--- src/seq_pkg.sv ---
// constants for the power, wake and fast clock sequencer
// assumes one 250 MHz clock; 32 kHz tick input arrives synchronous to it
package seq_pkg;
    // core clock rate
    localparam int MCLK_MHZ = 250;
    // slow oscillator rate, in hertz
    localparam int OSC_HZ = 32768;

    // supply monitor timeout, in microseconds, and in slow ticks
    localparam int MON_TIMEOUT_US = 1500000;
    localparam logic [15:0] MON_TIMEOUT_TICKS =
        16'((64'(MON_TIMEOUT_US) * OSC_HZ + 500000) / 1000000);

    // least wake pulse width, in ns; least time rounds up
    localparam int WAKE_MIN_NS = 1000;
    localparam logic [7:0] WAKE_MIN_CYC = 8'((WAKE_MIN_NS * MCLK_MHZ + 999) / 1000);

    // wake to power hold delay, in ns (typical)
    localparam int HOLD_DLY_NS = 1000;
    localparam logic [7:0] HOLD_DLY_CYC = 8'((HOLD_DLY_NS * MCLK_MHZ) / 1000);

    // fast clock enable to clock-ready delay, in microseconds, and in slow ticks
    localparam int READY_DLY_US = 7820;
    localparam logic [8:0] READY_DLY_TICKS =
        9'((READY_DLY_US * OSC_HZ / 1000 + 500) / 1000);

    // shutdown to clock off delay, in microseconds, and in slow ticks
    localparam int CLK_OFF_DLY_US = 1950;
    localparam logic [6:0] CLK_OFF_DLY_TICKS =
        7'((CLK_OFF_DLY_US * OSC_HZ / 1000 + 500) / 1000);

    // shutdown to power drop delay, in microseconds, and in slow ticks
    localparam int PWR_OFF_DLY_US = 2930;
    localparam logic [6:0] PWR_OFF_DLY_TICKS =
        7'((PWR_OFF_DLY_US * OSC_HZ / 1000 + 500) / 1000);

    // power sequencing states
    typedef enum logic [1:0] {
        PWR_OFF,
        PWR_WAKE_WAIT,
        PWR_ON,
        PWR_SHUTTING
    } pwr_state_e;
endpackage

--- src/power_wake_clock_sequencer.sv ---
// power, wake and fast clock sequencer: reset release, wake detection,
// power hold, fast clock start/stop and clock-ready indication
// assumes all inputs synchronous to MCLK_I; OSC32K_I is the 32 kHz level
//
// Function
// reset output held low about 1.5 s after supply rises, then released
// host holds wake high at least 1 us for a valid wake
// power hold output goes high about 1 us after valid wake
// with locked loop enabled, clock and loop run within 10 ms
// with locked loop disabled, fast clock starts within 10 us
// clock start gated by AND of external reset, monitor, power hold
// turn-on timed from later of low-supply-ok or external reset rising
// fast clock always starts from logic low
// clock ready goes low 7.82 ms after fast clock enabled, loop on
// clock ready serves as interrupt telling host clock has started
// loop disabled: no clock ready, interrupt stays deasserted
// fast clock kept running 1.95 ms after shutdown command
// power hold drops 2.93 ms after shutdown command, after clock stops
// reset output active low, open drain, low while supply below threshold
// millisecond delays counted in 32.768 kHz oscillator cycles
// wake detector synchronous, rejects pulses shorter than minimum width
`timescale 1ns/10ps
module power_wake_clock_sequencer #(
    parameter logic [15:0] MON_TIMEOUT = seq_pkg::MON_TIMEOUT_TICKS
) (
    input wire logic MCLK_I,
    input wire logic NRST_I,
    input wire logic OSC32K_I,
    input wire logic SUPPLY_OK_I,
    input wire logic LOW_SUPPLY_OK_I,
    input wire logic WAKE_EVENT_I,
    input wire logic SHUTDOWN_CMD_I,
    input wire logic LOCKED_LOOP_ENABLE_I,
    input wire logic RESET_PIN_I,
    output logic RESET_PIN_O,
    output logic RESET_PIN_OE_O,
    output logic POWER_HOLD_OUT_O,
    output logic FAST_CLOCK_OUT_O,
    output logic CLOCK_READY_N_O
);
    // slow tick edge detect
    logic osc_q;
    logic tick;

    // supply monitor state
    logic [15:0] mon_cnt;
    logic [15:0] next_mon_cnt;
    logic released;
    logic next_released;

    // wake detector state
    logic [7:0] wake_cnt;
    logic [7:0] next_wake_cnt;
    logic wake_valid;
    logic next_wake_valid;

    // power sequencing state
    seq_pkg::pwr_state_e state;
    seq_pkg::pwr_state_e next_state;
    logic [7:0] dly_cnt;
    logic [7:0] next_dly_cnt;
    logic [6:0] shut_cnt;
    logic [6:0] next_shut_cnt;
    logic clk_kill;
    logic next_clk_kill;
    logic hold;
    logic next_hold;

    // fast clock state
    logic clk_on;
    logic next_clk_on;
    logic fclk;
    logic next_fclk;
    logic [8:0] rdy_cnt;
    logic [8:0] next_rdy_cnt;
    logic rdy_n;
    logic next_rdy_n;
    logic start_cond;

    // slow tick: a rising oscillator edge seen between two core clocks
    assign tick = OSC32K_I & ~osc_q;

    always_ff @(posedge MCLK_I or negedge NRST_I) begin
        if (!NRST_I) begin
            osc_q <= 1'b0;
        end else begin
            osc_q <= OSC32K_I;
        end
    end

    // supply monitor: restart the timeout whenever the supply dips
    always_comb begin
        next_mon_cnt = mon_cnt;
        next_released = released;
        if (!SUPPLY_OK_I) begin
            next_mon_cnt = 16'h0000;
            next_released = 1'b0;
        end else if (!released && tick) begin
            if (mon_cnt >= MON_TIMEOUT - 16'h0001) begin
                next_released = 1'b1;
            end else begin
                next_mon_cnt = mon_cnt + 16'h0001;
            end
        end
    end

    always_ff @(posedge MCLK_I or negedge NRST_I) begin
        if (!NRST_I) begin
            mon_cnt <= 16'h0000;
            released <= 1'b0;
            RESET_PIN_O <= 1'b0;
            RESET_PIN_OE_O <= 1'b1;
        end else begin
            mon_cnt <= next_mon_cnt;
            released <= next_released;
            // open drain: the data flop stays low, only the enable moves
            RESET_PIN_O <= 1'b0;
            RESET_PIN_OE_O <= ~next_released;
        end
    end

    // wake width filter: one valid pulse per wake, none for short glitches
    always_comb begin
        next_wake_cnt = wake_cnt;
        next_wake_valid = 1'b0;
        if (!WAKE_EVENT_I) begin
            next_wake_cnt = 8'h00;
        end else if (wake_cnt < wake_limit()) begin
            next_wake_cnt = wake_cnt + 8'h01;
        end else if (wake_cnt == wake_limit()) begin
            next_wake_cnt = wake_cnt + 8'h01; // saturate past threshold
            next_wake_valid = 1'b1;
        end
    end

    function automatic logic [7:0] wake_limit();
        return seq_pkg::WAKE_MIN_CYC - 8'h01;
    endfunction

    always_ff @(posedge MCLK_I or negedge NRST_I) begin
        if (!NRST_I) begin
            wake_cnt <= 8'h00;
            wake_valid <= 1'b0;
        end else begin
            wake_cnt <= next_wake_cnt;
            wake_valid <= next_wake_valid;
        end
    end

    // power sequencing; on shutdown the clock stops before power drops so cleanup can finish
    always_comb begin
        next_state = state;
        next_dly_cnt = dly_cnt;
        next_shut_cnt = shut_cnt;
        next_clk_kill = clk_kill;
        next_hold = hold;
        unique case (state)
            seq_pkg::PWR_OFF: begin
                next_hold = 1'b0;
                next_clk_kill = 1'b0;
                next_dly_cnt = 8'h00;
                if (wake_valid && released) begin
                    next_state = seq_pkg::PWR_WAKE_WAIT;
                end
            end
            seq_pkg::PWR_WAKE_WAIT: begin
                if (dly_cnt >= seq_pkg::HOLD_DLY_CYC - 8'h02) begin
                    next_hold = 1'b1;
                    next_state = seq_pkg::PWR_ON;
                end else begin
                    next_dly_cnt = dly_cnt + 8'h01;
                end
            end
            seq_pkg::PWR_ON: begin
                next_shut_cnt = 7'h00;
                if (SHUTDOWN_CMD_I) begin
                    next_state = seq_pkg::PWR_SHUTTING;
                end
            end
            seq_pkg::PWR_SHUTTING: begin
                if (tick) begin
                    next_shut_cnt = shut_cnt + 7'h01;
                    if (shut_cnt == seq_pkg::CLK_OFF_DLY_TICKS - 7'h01) begin
                        next_clk_kill = 1'b1;
                    end
                    if (shut_cnt == seq_pkg::PWR_OFF_DLY_TICKS - 7'h01) begin
                        next_hold = 1'b0;
                        next_state = seq_pkg::PWR_OFF;
                    end
                end
            end
        endcase
        // losing the supply drops power at once
        if (!released) begin
            next_state = seq_pkg::PWR_OFF;
            next_hold = 1'b0;
        end
    end

    always_ff @(posedge MCLK_I or negedge NRST_I) begin
        if (!NRST_I) begin
            state <= seq_pkg::PWR_OFF;
            dly_cnt <= 8'h00;
            shut_cnt <= 7'h00;
            clk_kill <= 1'b0;
            hold <= 1'b0;
            POWER_HOLD_OUT_O <= 1'b0;
        end else begin
            state <= next_state;
            dly_cnt <= next_dly_cnt;
            shut_cnt <= next_shut_cnt;
            clk_kill <= next_clk_kill;
            hold <= next_hold;
            POWER_HOLD_OUT_O <= next_hold;
        end
    end

    // clock gate: starts as soon as the last of its conditions rises
    assign start_cond = RESET_PIN_I & released & hold & LOW_SUPPLY_OK_I;

    // fast clock and lock indication
    always_comb begin
        next_clk_on = start_cond & ~clk_kill;
        next_rdy_cnt = rdy_cnt;
        next_rdy_n = rdy_n;
        // parks low so every restart begins on a low phase
        next_fclk = clk_on ? ~fclk : 1'b0;
        if (!clk_on || !LOCKED_LOOP_ENABLE_I) begin
            next_rdy_cnt = 9'h000;
            next_rdy_n = 1'b1;
        end else if (rdy_n && tick) begin
            if (rdy_cnt == seq_pkg::READY_DLY_TICKS - 9'h001) begin
                next_rdy_n = 1'b0;
            end else begin
                next_rdy_cnt = rdy_cnt + 9'h001;
            end
        end
    end

    always_ff @(posedge MCLK_I or negedge NRST_I) begin
        if (!NRST_I) begin
            clk_on <= 1'b0;
            fclk <= 1'b0;
            rdy_cnt <= 9'h000;
            rdy_n <= 1'b1;
            FAST_CLOCK_OUT_O <= 1'b0;
            CLOCK_READY_N_O <= 1'b1;
        end else begin
            clk_on <= next_clk_on;
            fclk <= next_fclk;
            rdy_cnt <= next_rdy_cnt;
            rdy_n <= next_rdy_n;
            FAST_CLOCK_OUT_O <= next_fclk;
            CLOCK_READY_N_O <= next_rdy_n;
        end
    end
endmodule

--- config.mk ---
export PLATFORM = sky130hd
export DESIGN_NAME = power_wake_clock_sequencer
export DESIGN_NICKNAME = d
export VERILOG_FILES = /design/src/seq_pkg.sv /design/src/power_wake_clock_sequencer.sv
export SDC_FILE = /design/constraint.sdc
export NUM_CORES = 1
export LEC_CHECK = 0
export BUFFER_PORTS_ARGS = -buffer_cell sky130_fd_sc_hd__buf_2
export CELL_PAD_IN_SITES_DETAIL_PLACEMENT = 0
export CELL_PAD_IN_SITES_GLOBAL_PLACEMENT = 1
export CORE_MARGIN = 3
export CORE_UTILIZATION = 49
export DETAILED_ROUTE_END_ITERATION = 10
export PLACE_DENSITY = 0.82
export SETUP_SLACK_MARGIN = 0.05
export SLEW_MARGIN = 5
export SYNTH_ARGS = -nofsm -noshare
export SYNTH_HDL_FRONTEND = slang
export SYNTH_SLANG_ARGS = --single-unit
export TNS_END_PERCENT = 10
--- constraint.sdc ---
create_clock -name MCLK_I -period 2.85 [get_ports MCLK_I]
set_clock_uncertainty 0.05 [all_clocks]
set_input_delay 0.855 -clock MCLK_I [delete_from_list [all_inputs] [get_ports MCLK_I]]
set_output_delay 0.855 -clock MCLK_I [all_outputs]
set_load 0.05 [all_outputs]
-- Yosys cells after proc, flatten, opt, wreduce, memory -nomap -nowiden
Cells that the tools add are included.
- $add $sub $neg: 5
- multiply operators: 0
- div/mod/pow operators: 0
- magnitude comparators: 3
- equality and inequality tests: 20
- shifts and indexed selects: 0
- mux-type cells: 38
- bitwise gates (word level): 9
- reductions and logical operators: 21
- operators by type and width (kind ; number):
    16-bit 2-to-1 mux ; 3
    8-bit 2-to-1 mux ; 4
    9-bit 2-to-1 mux ; 3
    16-bit by 1-bit adder with 16-bit output (second input constant) ; 1
    8-bit by 1-bit adder with 8-bit output (second input constant) ; 2
    16-bit greater-or-equal comparator (second input constant) ; 1
    1-bit 2-to-1 mux ; 16
    8-bit case mux with 2 select lines ; 1
    3-bit inequality test (second input constant) ; 5
    7-bit case mux with 2 select lines ; 1
    2-bit 2-to-1 mux ; 6
    2-bit inequality test (second input constant) ; 5
    2-bit AND reduction ; 5
    2-bit nonzero test ; 5
    9-bit by 1-bit adder with 9-bit output (second input constant) ; 1
    9-bit by 8-bit == test with 1-bit output (second input constant) ; 1
    8-bit == test (second input constant) ; 1
    8-bit greater-or-equal comparator (second input constant) ; 1
    8-bit less-than comparator (second input constant) ; 1
    2-bit case mux with 4 select lines ; 1
    7-bit by 1-bit adder with 7-bit output (second input constant) ; 1
    7-bit by 6-bit == test with 1-bit output (second input constant) ; 1
    7-bit == test (second input constant) ; 1
    7-bit 2-to-1 mux ; 1
    16 further kinds ; 28
- bits in registers: 59
- latch bits: 0
- memory bits (writable): 0
- ROM bits: 0
- input port bits: 9
- output and inout bits: 5
- logic and storage cells: 111
- memories: 0

-- Longest topological paths before layout
Gate-level depths: netlist (run 1).
- word-level depth: 6
- mapped depth: 9
- depth with buffers taken out: 8

-- Worst setup path after synthesis (run 1)
No wires, ideal clock.
- kind: flip-flop to flip-flop
- start: register rdy_cnt[0]
- end: register rdy_cnt[7]
- setup time: 0.083 ns
- arrival: 1.886 ns
- data required time: 2.717 ns
- slack: 0.831 ns
- stages on the path, launching flop included: 10
- path buffers: 1
- clock period less this slack: 2.019 ns
- cells stage by stage: dfrtp_1 -> ha_1 -> nand3_1 -> nor2_1 -> ha_1 -> and4bb_2 -> buf_2 -> o21bai_1 -> or4_1 -> o21ai_0
- word-level cells in the longest chain between the ends: 4
- elaborated cells between the ends (all ways): 7
- those cells by class: add/sub (1); eq/ne (2); mux (3); reduce/logical (1)
- ends and longest elaborated chain (element ; line ; source):
    from (decl) ; power_wake_clock_sequencer.sv:74 ; logic [8:0] rdy_cnt;
    from (signal assigned) ; power_wake_clock_sequencer.sv:251 ; rdy_cnt <= next_rdy_cnt;
    9-bit by 1-bit adder with 9-bit output ; power_wake_clock_sequencer.sv:235 ; next_rdy_cnt = rdy_cnt + 9'h001;
    9-bit 2-to-1 mux ; power_wake_clock_sequencer.sv:232 ; if (rdy_cnt == seq_pkg::READY_DLY_TICKS - 9'h001) begin
    9-bit 2-to-1 mux ; power_wake_clock_sequencer.sv:231 ; end else if (rdy_n && tick) begin
    9-bit 2-to-1 mux ; power_wake_clock_sequencer.sv:228 ; if (!clk_on || !LOCKED_LOOP_ENABLE_I) begin
Parallel ways exist; a longest one is shown, timed or not. The select of a mux whose other input is x is not followed.
A chain may end at the register's enable or synchronous reset.

-- Worst setup path after layout (run 1)
- start: register rdy_cnt[3]
- end: register rdy_cnt[7]
The elaborated chain is that of the path after synthesis.

==> results of run 1 <==
==> sequential cells by signal, indices dropped and copies added, names as in the netlist, 2 cells and up <==
name	flops
dly_cnt	8
mon_cnt	16
rdy_cnt	9
shut_cnt	7
state	2
wake_cnt	8
==> cells in the mapped netlist, types with 3 or more instances <==
master    count  area, µm²
o41ai_1       3       26.3
nand2b_1      5       31.3
and3_1        5       31.3
xor2_1       10       87.6
or3_1         4       25.0
or4_1         5       37.5
mux2i_1      10        100
a21oi_1      13       65.1
clkbuf_1      4       15.0
nand3_1      13       65.1
nor2_1       28        105
nor3_1        3       15.0
nand4_1      13       81.3
dfrtp_1      57       1430
o31ai_1       5       37.5
ha_1         14        175
o21ai_0      10       50.1
buf_6         3       33.8
nand2_1      39        146
a31oi_1       4       25.0
and2_1        3       18.8
and4_1        5       43.8
inv_1        14       52.6
nor2b_1       3       18.8
xnor2_1       5       43.8
==> power by group through the flow <==
stage                     clock network, mW  registers, mW  logic [mW]
final                                 0.763          0.851      0.0663
after global routing                  0.820          0.852      0.0760
after CTS                             0.782          0.851      0.0687
after global placement                    0          0.867      0.0678
after floorplan                           0          0.865      0.0368
after detailed placement                  0          0.867      0.0687
==> critical path, delay by kind of cell (launching register included) <==
kind	cells	cell delay [ps]
AOI/OAI and AO/OA	2	210
DFF	1	430
and+or+nand+nor	5	1220
adders and majority gates	1	210
==> layout make-up <==
cell class	count	area, µm²	area share
Tap cell	77	96.3	0.0270
Clock inverter	7	68.8	0.0193
Sequential cell	59	1480	0.415
Clock buffer	9	124	0.0347
Timing Repair Buffer	13	80.1	0.0225
Inverter	15	56.3	0.0158
Multi-Input combinational cell	243	1660	0.466
==> logic make-up (layout without fill, tap and decap cells) <==
family,Yosys count,in the layout
other,1,1
adders and majority gates,14,14
xor gates and xnor gates,15,15
AOI/OAI and AO/OA,62,62
DFF,59,59
and+or+nand+nor,141,141
buffers and inverters,26,44
muxes,10,10
==> per-layer routing <==
metal  vias to the layer above  part of all wire  GRT usage
li1                       1211                 -          -
met1                      1140              0.52      0.250
met2                        36              0.43      0.250
met3                         6             0.040     0.0423
met4                         0             0.012     0.0753
met5                         -                 0          0
==> path summary, 6_finish.rpt <==
path | start | end | slack (ps) | cells past startpoint
setup / recovery | rdy_cnt[3]$_DFFE_PN0P_ | rdy_cnt[7]$_DFFE_PN0P_ | 670 | 8
hold / removal | fclk$_DFF_PN0_ | fclk$_DFF_PN0_ | 370 | 1
setup reg to reg | rdy_cnt[3]$_DFFE_PN0P_ | rdy_cnt[7]$_DFFE_PN0P_ | 670 | 8
hold reg to reg | fclk$_DFF_PN0_ | fclk$_DFF_PN0_ | 370 | 1
max in group asynchronous | NRST_I | RESET_PIN_OE_O$_DFF_PN1_ | 2000 | 2
min in group asynchronous | NRST_I | dly_cnt[2]$_DFFE_PN0P_ | 440 | 2
==> run summary, run 1 <==
# diodes: 0
Total power: 1.68 mW
Post-CTS Setup Inserts: 0
Clock power frac: 0.454
Chip height: 87.7 µm
FP Rows: 29
Crit Path Class: reg -> reg
Seq cells post-synth: 59
Post-synthesis sequential area ratio: 0.452
Dpl ws: 557 ps
Adder-cell share of the synthesized area: 0.0536
Chip width: 87.7 µm
CTS tree: done
Drt initial violations: 81
Clk sinks: 59
Sw Ratio: 0.248
Post-Syn Instances: 328
Fin nets: 364
Final WL: 6060 µm
Cts repair resizes: 0
Final core utilization: 0.555
Post-synth EDFFs: 0
Clock buffer depth: 2
Hold Slack: 366 ps
Asr flop ratio synth: 1.00
Fmax: 458 MHz
Mux cell area share after synthesis: 0.0306
DRC: 0
Reg clk slew, reported paths: 80 ps
GRT Total Usage: 0.174
Worst EP arrival: 2410 ps
Ys flop type: dfrtp_1
Netlist Area Pre-Place: 3270 µm²
Area grow syn2layout: 9.03%
Complex-gate fraction of the synthesized area: 0.142
H-tree lvl count: 3
Port buffer count: 12
Commonest non-fill, non-tap cell in the layout: dfrtp_1
Fin. Hold Viols: 0
Syn_nets: 351
Vias in the first global route: 2241
Hold crit path type: reg -> reg
Crit-path max FO: 8
Nature of the critical path startpoint: flop
Vias: 2393
Final WS setup: 667 ps
Peak supply drop: 0.268 mV
Lkg Pwr: 1.54 nW
Vias per cell: 5.66
Int Pwr: 1.26 mW
Power per cell area: 471 nW/µm²
Post-Synth XOR/XNOR Area: 0.0402
Setup violators final: 0
Combinational power share: 0.039
Unrepaired setup endpoints after global routing: no
# IOs: 14
MaxCap Viol Count: 0
Commonest non-fill, non-tap cells in the layout: dfrtp_1, nand2_1, nor2_1
Post-route setup TNS: 0 ps
CP peak stage delay: 430 ps
Worst skew pair latency: 350 ps
Worst rel slew slack: 0.503
Initial antenna violation count: 0
Final instance area: 3570 µm²
Initial Util: 0.509
Full die area: 7690 µm²
Largest family of logic cells by synthesized area: simple AND/OR/NAND/NOR gates
Share of cells above drive strength 1: 0.124
Sequential power share: 0.507
Hold_buf cts: 0
CP required: 3080 ps
Sw Pwr: 0.417 mW
Pin count of the biggest net entering global routing: 60
Root buf cell: clkbuf_8
# fillers: 576
Layout Cells excl Fill: 423
TritonCTS buffer count: 9
Yosys warning count: 0
Final period util: 0.766
Placed instance area: 3370 µm²
Synth cell types: 64
Worst Tran Pin Value: 742 ps
Outcome: finished clean
Post-detail-place hpwl: 4060 µm
Critical-path cell list: and3_1 -> nand2_1 -> nor2_1 -> ha_1 -> and4bb_2 -> o21bai_1 -> or4_1 -> o21ai_0
Crit end category: flop
Slowest cell on crit path: dfrtp_1
Detail Route Antenna Nets: 0
DR WL/cell: 14.3 µm
Average cell area after synthesis: 9.97 µm²
First-pass GRT wire length: 10500 µm
Pre-antenna DRT Iters: 4
Core Region: 6420 µm²
Min Clock Period, post-route: 2180 ps
GRT Residual Overflow: 0
Simple-gate share of the synthesized area: 0.241
Placed Cells: 407
RePlAce Congestion: 0.785
Slew Viols, Final: 0
(Power assumes the default switching activity.)
==> inputs of run 2 (changes only) <==
- ABC_AREA: not set -> 1
- CORE_UTILIZATION: 49 -> 42
- PLACE_DENSITY: 0.82 -> 0.78
- clock period: 2.85 -> 1.8 ns (I/O delays scaled with it)
==> run summary, run 2 <==
Root buf cell: clkbuf_8
Core Region: 7810 µm² (+22%)
Vias per cell: 4.97 (-12%)
DR WL/cell: 12.1 µm (-16%)
Vias in the first global route: 2721 (+21%)
Critical-path cell list: ha_2 -> nand2_2 -> inv_2 -> nand4_1 -> nor2_2 -> ha_2 -> inv_2 -> nand2_4 -> o21ai_4 -> and2_4 -> nand2_2 -> nand2_2 -> a21oi_2
# IOs: 14 (unchanged)
Lkg Pwr: 1.85 nW (+20%)
Critical Path Start: rdy_cnt[0]$_DFFE_PN0P_
Asr flop ratio synth: 1.00 (unchanged)
Final instance area: 4000 µm² (+12%)
Crit Path Class: reg -> reg
Vias: 2923 (+22%)
Syn_nets: 466 (+33%)
CP peak stage delay: 380 ps (-50 ps)
CP required: 1980 ps (-1100 ps)
FF-to-FF Start: rdy_cnt[0]$_DFFE_PN0P_
Reg2Reg Depth: 13 (+5)
Commonest non-fill, non-tap cells in the layout: nand2_1, dfrtp_1, inv_1, nor2_1, nand3_1
Seq cells post-synth: 59 (unchanged)
Synth area leaders: dfrtp_1, nand2_1, nand3_1
Reg clk slew, reported paths: 70 ps (about the same)
Clk sinks: 59 (unchanged)
Most used cell, CP: nand2_2
Final WS setup: -42.2 ps (-710 ps)
GRT Residual Overflow: 0 (unchanged)
CTS tree: done
Post-synth EDFFs: 0 (unchanged)
Slew Viols, Final: 0 (unchanged)
Unrepaired setup endpoints after global routing: yes
H-tree lvl count: 3 (unchanged)
Fin nets: 504 (+38%)
Synth cell types: 39 (-39%)
Fin. Hold Viols: 0 (unchanged)
Share of cells above drive strength 1: 0.195 (+0.0712)
Min Clock Period, post-route: 1840 ps (-340 ps)
Pin count of the biggest net entering global routing: 23 (-62%)
Drt initial violations: 143 (+77%)
Final period util: 1.02 (+0.258)
Power per cell area: 662 nW/µm² (+40%)
CP Buf/Inv Count: 2 (+2)
Commonest non-fill, non-tap cell in the layout: nand2_1
Dpl ws: -51.9 ps (-609 ps)
Initial Util: 0.437 (-0.0721)
Full die area: 9240 µm² (+20%)
Delay-heaviest family, CP: simple AND/OR/NAND/NOR gates
Initial antenna violation count: 0 (unchanged)
Sequential power share: 0.519 (+0.012)
Chip height: 96.2 µm (+9.6%)
Final WL: 7120 µm (+17%)
FP Rows: 32 (+10%)
Clock buffer depth: 2 (unchanged)
Crit end category: flop
Max reg flops: 16 (unchanged)
Area share of the largest cell type after synthesis: 0.418 (-0.0182)
Top reg by flops: mon_cnt
Synth cell count leaders: nand2_1, dfrtp_1, inv_1, nor2_1, nand3_1
Sw Pwr: 0.702 mW (+68%)
Chip width: 96.2 µm (+9.6%)
R2R Path End: rdy_cnt[4]$_DFFE_PN0P_
Top Registers: mon_cnt x16, rdy_cnt x9
Multi-input combinational cell area: 1750 µm² (+5.4%)
Failing checks: setup timing
Nature of the critical path startpoint: flop
GRT Total Usage: 0.175 (+0.00134)
Combinational power share: 0.082 (+0.043)
Dominant cell type by area after synthesis: dfrtp_1
Average cell area after synthesis: 7.70 µm² (-23%)
Slowest cell on crit path: dfrtp_1
Worst skew pair latency: 330 ps (-20 ps)
Sequential cell area: 1480 µm² (unchanged)
MaxCap Viol Count: 0 (unchanged)
Area grow syn2layout: 17.2%
Placed instance area: 3680 µm² (+9.1%)
Int Pwr: 1.95 mW (+54%)
Total power: 2.65 mW (+58%)
Worst EP arrival: 2030 ps (-380 ps)
Outcome: finished, violations left
Post-Syn Instances: 443 (+35%)
TritonCTS buffer count: 9 (unchanged)
Sw Ratio: 0.265 (+0.0170)
First-pass GRT wire length: 12500 µm (+19%)
Pre-antenna DRT Iters: 5 (+1)
DRC: 0 (unchanged)
Setup violators final: 5 (+5)
Hold crit path type: in -> async
# diodes: 0 (unchanged)
Detail Route Antenna Nets: 0 (unchanged)
Yosys warning count: 0 (unchanged)
RePlAce Congestion: 0.820 (+4.5%)
Crit-path max FO: 5 (-3)
Fmax: 543 MHz (+18%)
Most numerous cell in the Yosys netlist: nand2_1
Clock power frac: 0.399 (-0.055)
Ys flop type: dfrtp_1
Post-detail-place hpwl: 4960 µm (+22%)
Post-synthesis sequential area ratio: 0.433 (-0.0189)
Peak supply drop: 0.448 mV (+67%)
Netlist Area Pre-Place: 3410 µm² (+4.4%)
Reg-to-reg slack, setup: -40 ps (-710 ps)
Port buffer count: 12 (unchanged)
# fillers: 769 (+34%)
==> run 2: worst register-to-register path: stages, from the launching register on <==
cell and delay [ps]:
dfrtp_1 380, ha_2 200, nand2_2 70, inv_2 40, nand4_1 110, nor2_2 60, ha_2 180, inv_2 60
nand2_4 50, o21ai_4 200, and2_4 210, nand2_2 50, nand2_2 50, a21oi_2 30
==> run 2: cells by family after synthesis <==
logic type / synth area share
other: 0.00110
AOI/OAI and AO/OA: 0.0832
adders and majority gates: 0.0513
and+or+nand+nor: 0.318
xor gates and xnor gates: 0.0359
DFF: 0.433
buffers and inverters: 0.0770
==> run 2: layout make-up <==
type / count / area share
Clock buffer: 11 / 0.0354
Clock inverter: 5 / 0.00751
Inverter: 58 / 0.0544
Multi-Input combinational cell: 319 / 0.438
Sequential cell: 59 / 0.370
Tap cell: 102 / 0.0319
Timing Repair Buffer: 34 / 0.0629
==> run 2: worst max-delay path by stage <==
| stage | cells after the start | end | slack (ps) |
|---|---|---|---|
| 2_1_floorplan | 13 | rdy_cnt[5]$_DFFE_PN0P_ | 90 |
| 3_3_place_gp | 13 | rdy_cnt[5]$_DFFE_PN0P_ | -3 |
| 3_5_place_dp | 13 | rdy_cnt[5]$_DFFE_PN0P_ | -50 |
| 4_1_cts | 13 | rdy_cnt[4]$_DFFE_PN0P_ | -0.09 |
| 5_1_grt | 13 | rdy_cnt[5]$_DFFE_PN0P_ | -160 |
| 6_report | 13 | rdy_cnt[4]$_DFFE_PN0P_ | -40 |
==> run 2: per-stage QoR <==
step / hold WS (ps) / util / setup TNS (ps) / instances
after detailed placement: 363 / 0.471 / -139 / 563
final: 112 / 0.512 / -90.1 / 588
after global placement: 355 / 0.471 / -4.58 / 563
after floorplan: 194 / - / 0 / 443
after global routing: 131 / 0.512 / -1030 / 588
after CTS: 120 / 0.504 / -0.0917 / 587
==> run 2: per-layer routing <==
layer	share of wire	GRT usage
met1	0.51	0.243
met2	0.44	0.264
met4	0.014	0.0581
met5	0	0
met3	0.037	0.0485
==> run 2: repair_timing <==
item	in CTS	in global routing
gates resized for setup	11	19
cloned	1	0
hold buffers	0	0
pin swaps	6	6
buffers inserted	7	2
setup endpoints to repair	9	31
==> run 2: power by group through the flow <==
stage | combinational (mW) | sequential, mW | clock, mW
after global routing | 0.250 | 1.38 | 1.16
after global placement | 0.214 | 1.40 | 0
after CTS | 0.216 | 1.37 | 1.10
after floorplan | 0.125 | 1.40 | 0
final | 0.216 | 1.37 | 1.06
after detailed placement | 0.214 | 1.40 | 0
==> inputs of run 3 (changes only) <==
- clock period: 1.8 -> 1.6 ns (I/O delays scaled with it)
==> run summary, run 3 (synthesis results as in run 2) <==
Hold Slack: 231 ps (+119 ps)
GRT Residual Overflow: 0 (unchanged)
Setup violators final: 10 (+5)
Lkg Pwr: 2.02 nW (+8.9%)
Port buffer count: 12 (unchanged)
Hold path cells: 1
Unrepaired setup endpoints after global routing: yes
Outcome: finished, violations left
Fin. Hold Viols: 0 (unchanged)
Placed instance area: 3910 µm² (+6.4%)
Clock buffer depth: 2 (unchanged)
Final instance area: 4280 µm² (+7.1%)
Reg2Reg Depth: 13 (unchanged)
CTS tree: done
Peak supply drop: 0.448 mV (about the same)
Top Layer Used: met4
Crit Path Class: reg -> reg
First-pass GRT wire length: 12800 µm (+2.8%)
Worst skew pair latency: 340 ps (about the same)
DRT met1 WL: 3730 µm (+3.0%)
# diodes: 0 (unchanged)
Detail Route Antenna Nets: 0 (unchanged)
DR WL/cell: 12.0 µm (-0.54%)
Worst EP arrival: 2010 ps (-20 ps)
Post-route setup TNS: -1360 ps (-1270 ps)
Min Clock Period, post-route: 1770 ps (-69.8 ps)
Metal3 WL: 217 µm (-18%)
Initial Util: 0.437 (unchanged)
Commonest non-fill, non-tap cell in the layout: nand2_1
Dpl ws: -274 ps (-222 ps)
Crit end category: flop
Drt initial violations: 186 (+30%)
Fmax: 564 MHz (+3.9%)
DRC: 0 (unchanged)
Pre-antenna DRT Iters: 4 (-1)
Area grow syn2layout: 25.4%
Top Registers: mon_cnt x16, rdy_cnt x9
FP Rows: 32 (unchanged)
Fin nets: 531 (+5.4%)
CP required: 1830 ps (-150 ps)
Final period util: 1.11 (+0.0843)
Initial antenna violation count: 0 (unchanged)
Vias per cell: 4.93 (-0.92%)
Slew Viols, Final: 0 (unchanged)
Chip height: 96.2 µm (unchanged)
Final WS setup: -172 ps (-130 ps)
Reg clk slew, reported paths: 80 ps (about the same)
RePlAce Congestion: 0.831 (+1.3%)
# IOs: 14 (unchanged)
Nature of the critical path startpoint: flop
Crit-path max FO: 5 (unchanged)
H-tree lvl count: 3 (unchanged)
Met2 routed WL: 3400 µm (+8.7%)
Post-detail-place hpwl: 5410 µm (+9.0%)
Vias in the first global route: 2875 (+5.7%)
TritonCTS buffer count: 9 (unchanged)
GRT Total Usage: 0.176 (+0.000844)
MaxCap Viol Count: 0 (unchanged)
Pin count of the biggest net entering global routing: 32 (+39%)
Vias: 3029 (+3.6%)
Top reg by flops: mon_cnt
Clk sinks: 59 (unchanged)
Full die area: 9240 µm² (unchanged)
Max reg flops: 16 (unchanged)
Final WL: 7410 µm (+4.0%)
Share of cells above drive strength 1: 0.255 (+0.0599)
Commonest non-fill, non-tap cells in the layout: nand2_1, dfrtp_1, nor2_1
Root buf cell: clkbuf_8
Final core utilization: 0.548 (+0.0362)
# fillers: 747 (-2.9%)
Chip width: 96.2 µm (unchanged)
Hold crit path type: in -> reg
Power per cell area: 755 nW/µm² (+14%)
Core Region: 7810 µm² (unchanged)
Failing checks: setup timing
-- run 3: changes by cell type in the layout (fill, tap and decap cells not counted), moves of 2 or more --
cell | previous run | this run
inv_1 | 51 | 48
buf_4 | 18 | 45
ha_1 | 10 | 8
nand2_1 | 97 | 94
clkinv_2 | 3 | 1
nand2_4 | 2 | 4
o21ai_1 | 7 | 9
inv_2 | 6 | 9
inv_6 | 0 | 2
-- run 3: final timing paths --
path | startpoint | slack (ps) | to
setup / recovery | rdy_cnt[0]$_DFFE_PN0P_ | -170 | rdy_cnt[5]$_DFFE_PN0P_
hold / removal | OSC32K_I | 230 | osc_q$_DFF_PN0_
setup reg to reg | rdy_cnt[0]$_DFFE_PN0P_ | -170 | rdy_cnt[5]$_DFFE_PN0P_
hold reg to reg | fclk$_DFF_PN0_ | 370 | fclk$_DFF_PN0_
max in group asynchronous | NRST_I | 410 | dly_cnt[0]$_DFFE_PN0P_
min in group asynchronous | NRST_I | 530 | rdy_cnt[3]$_DFFE_PN0P_
-- run 3: stage by stage --
| step | instances | power, mW |
|---|---|---|
| final | 615 | 3.23 |
| after global routing | 615 | 3.39 |
| after CTS | 615 | 3.26 |
| after detailed placement | 596 | 1.85 |
| after global placement | 596 | 1.84 |
| after floorplan | 443 | 1.71 |
-- run 3: routing by layer --
layer	vias to the layer above	global-route usage
met5	-	0
met4	0	0.0533
met3	5	0.0438
met2	31	0.283
met1	1433	0.234
li1	1560	-
-- run 3: power by group --
group          switching [mW]  total [mW]  leakage, nW  internal [mW]
logic                   0.183       0.290         1.11          0.107
clock network           0.668        1.40       0.0962          0.729
registers              0.0258        1.54        0.808           1.52
-- run 3: critical path, cell delays in order, from the launching register on --
cell and delay, ps:
dfrtp_1 400, ha_2 200, nand2_2 60, inv_2 40, nand4_1 80, nor2_1 60
ha_2 170, inv_2 60, nand2_4 50, o21ai_4 190, nand2_2 100, o21ai_1 130
nand2_1 60, nor2_1 70
-- run 3: layout make-up --
| type | count | area, µm² | share of cell area |
|---|---|---|---|
| Clock buffer | 9 | 124 | 0.0289 |
| Clock inverter | 7 | 76.3 | 0.0178 |
| Inverter | 58 | 218 | 0.0508 |
| Multi-Input combinational cell | 319 | 1800 | 0.421 |
| Sequential cell | 59 | 1480 | 0.346 |
| Tap cell | 102 | 128 | 0.0298 |
| Timing Repair Buffer | 61 | 454 | 0.106 |
-- run 3: what timing repair did --
| action | 4_1_cts | 5_1_grt |
|---|---|---|
| cloned | 1 | 0 |
| pin swaps | 10 | 13 |
| hold buffers | 1 | 0 |
| resized for setup | 20 | 29 |
| hold endpoints to repair | 6 | 0 |
| setup endpoints to repair | 26 | 50 |
| buffers inserted | 1 | 0 |
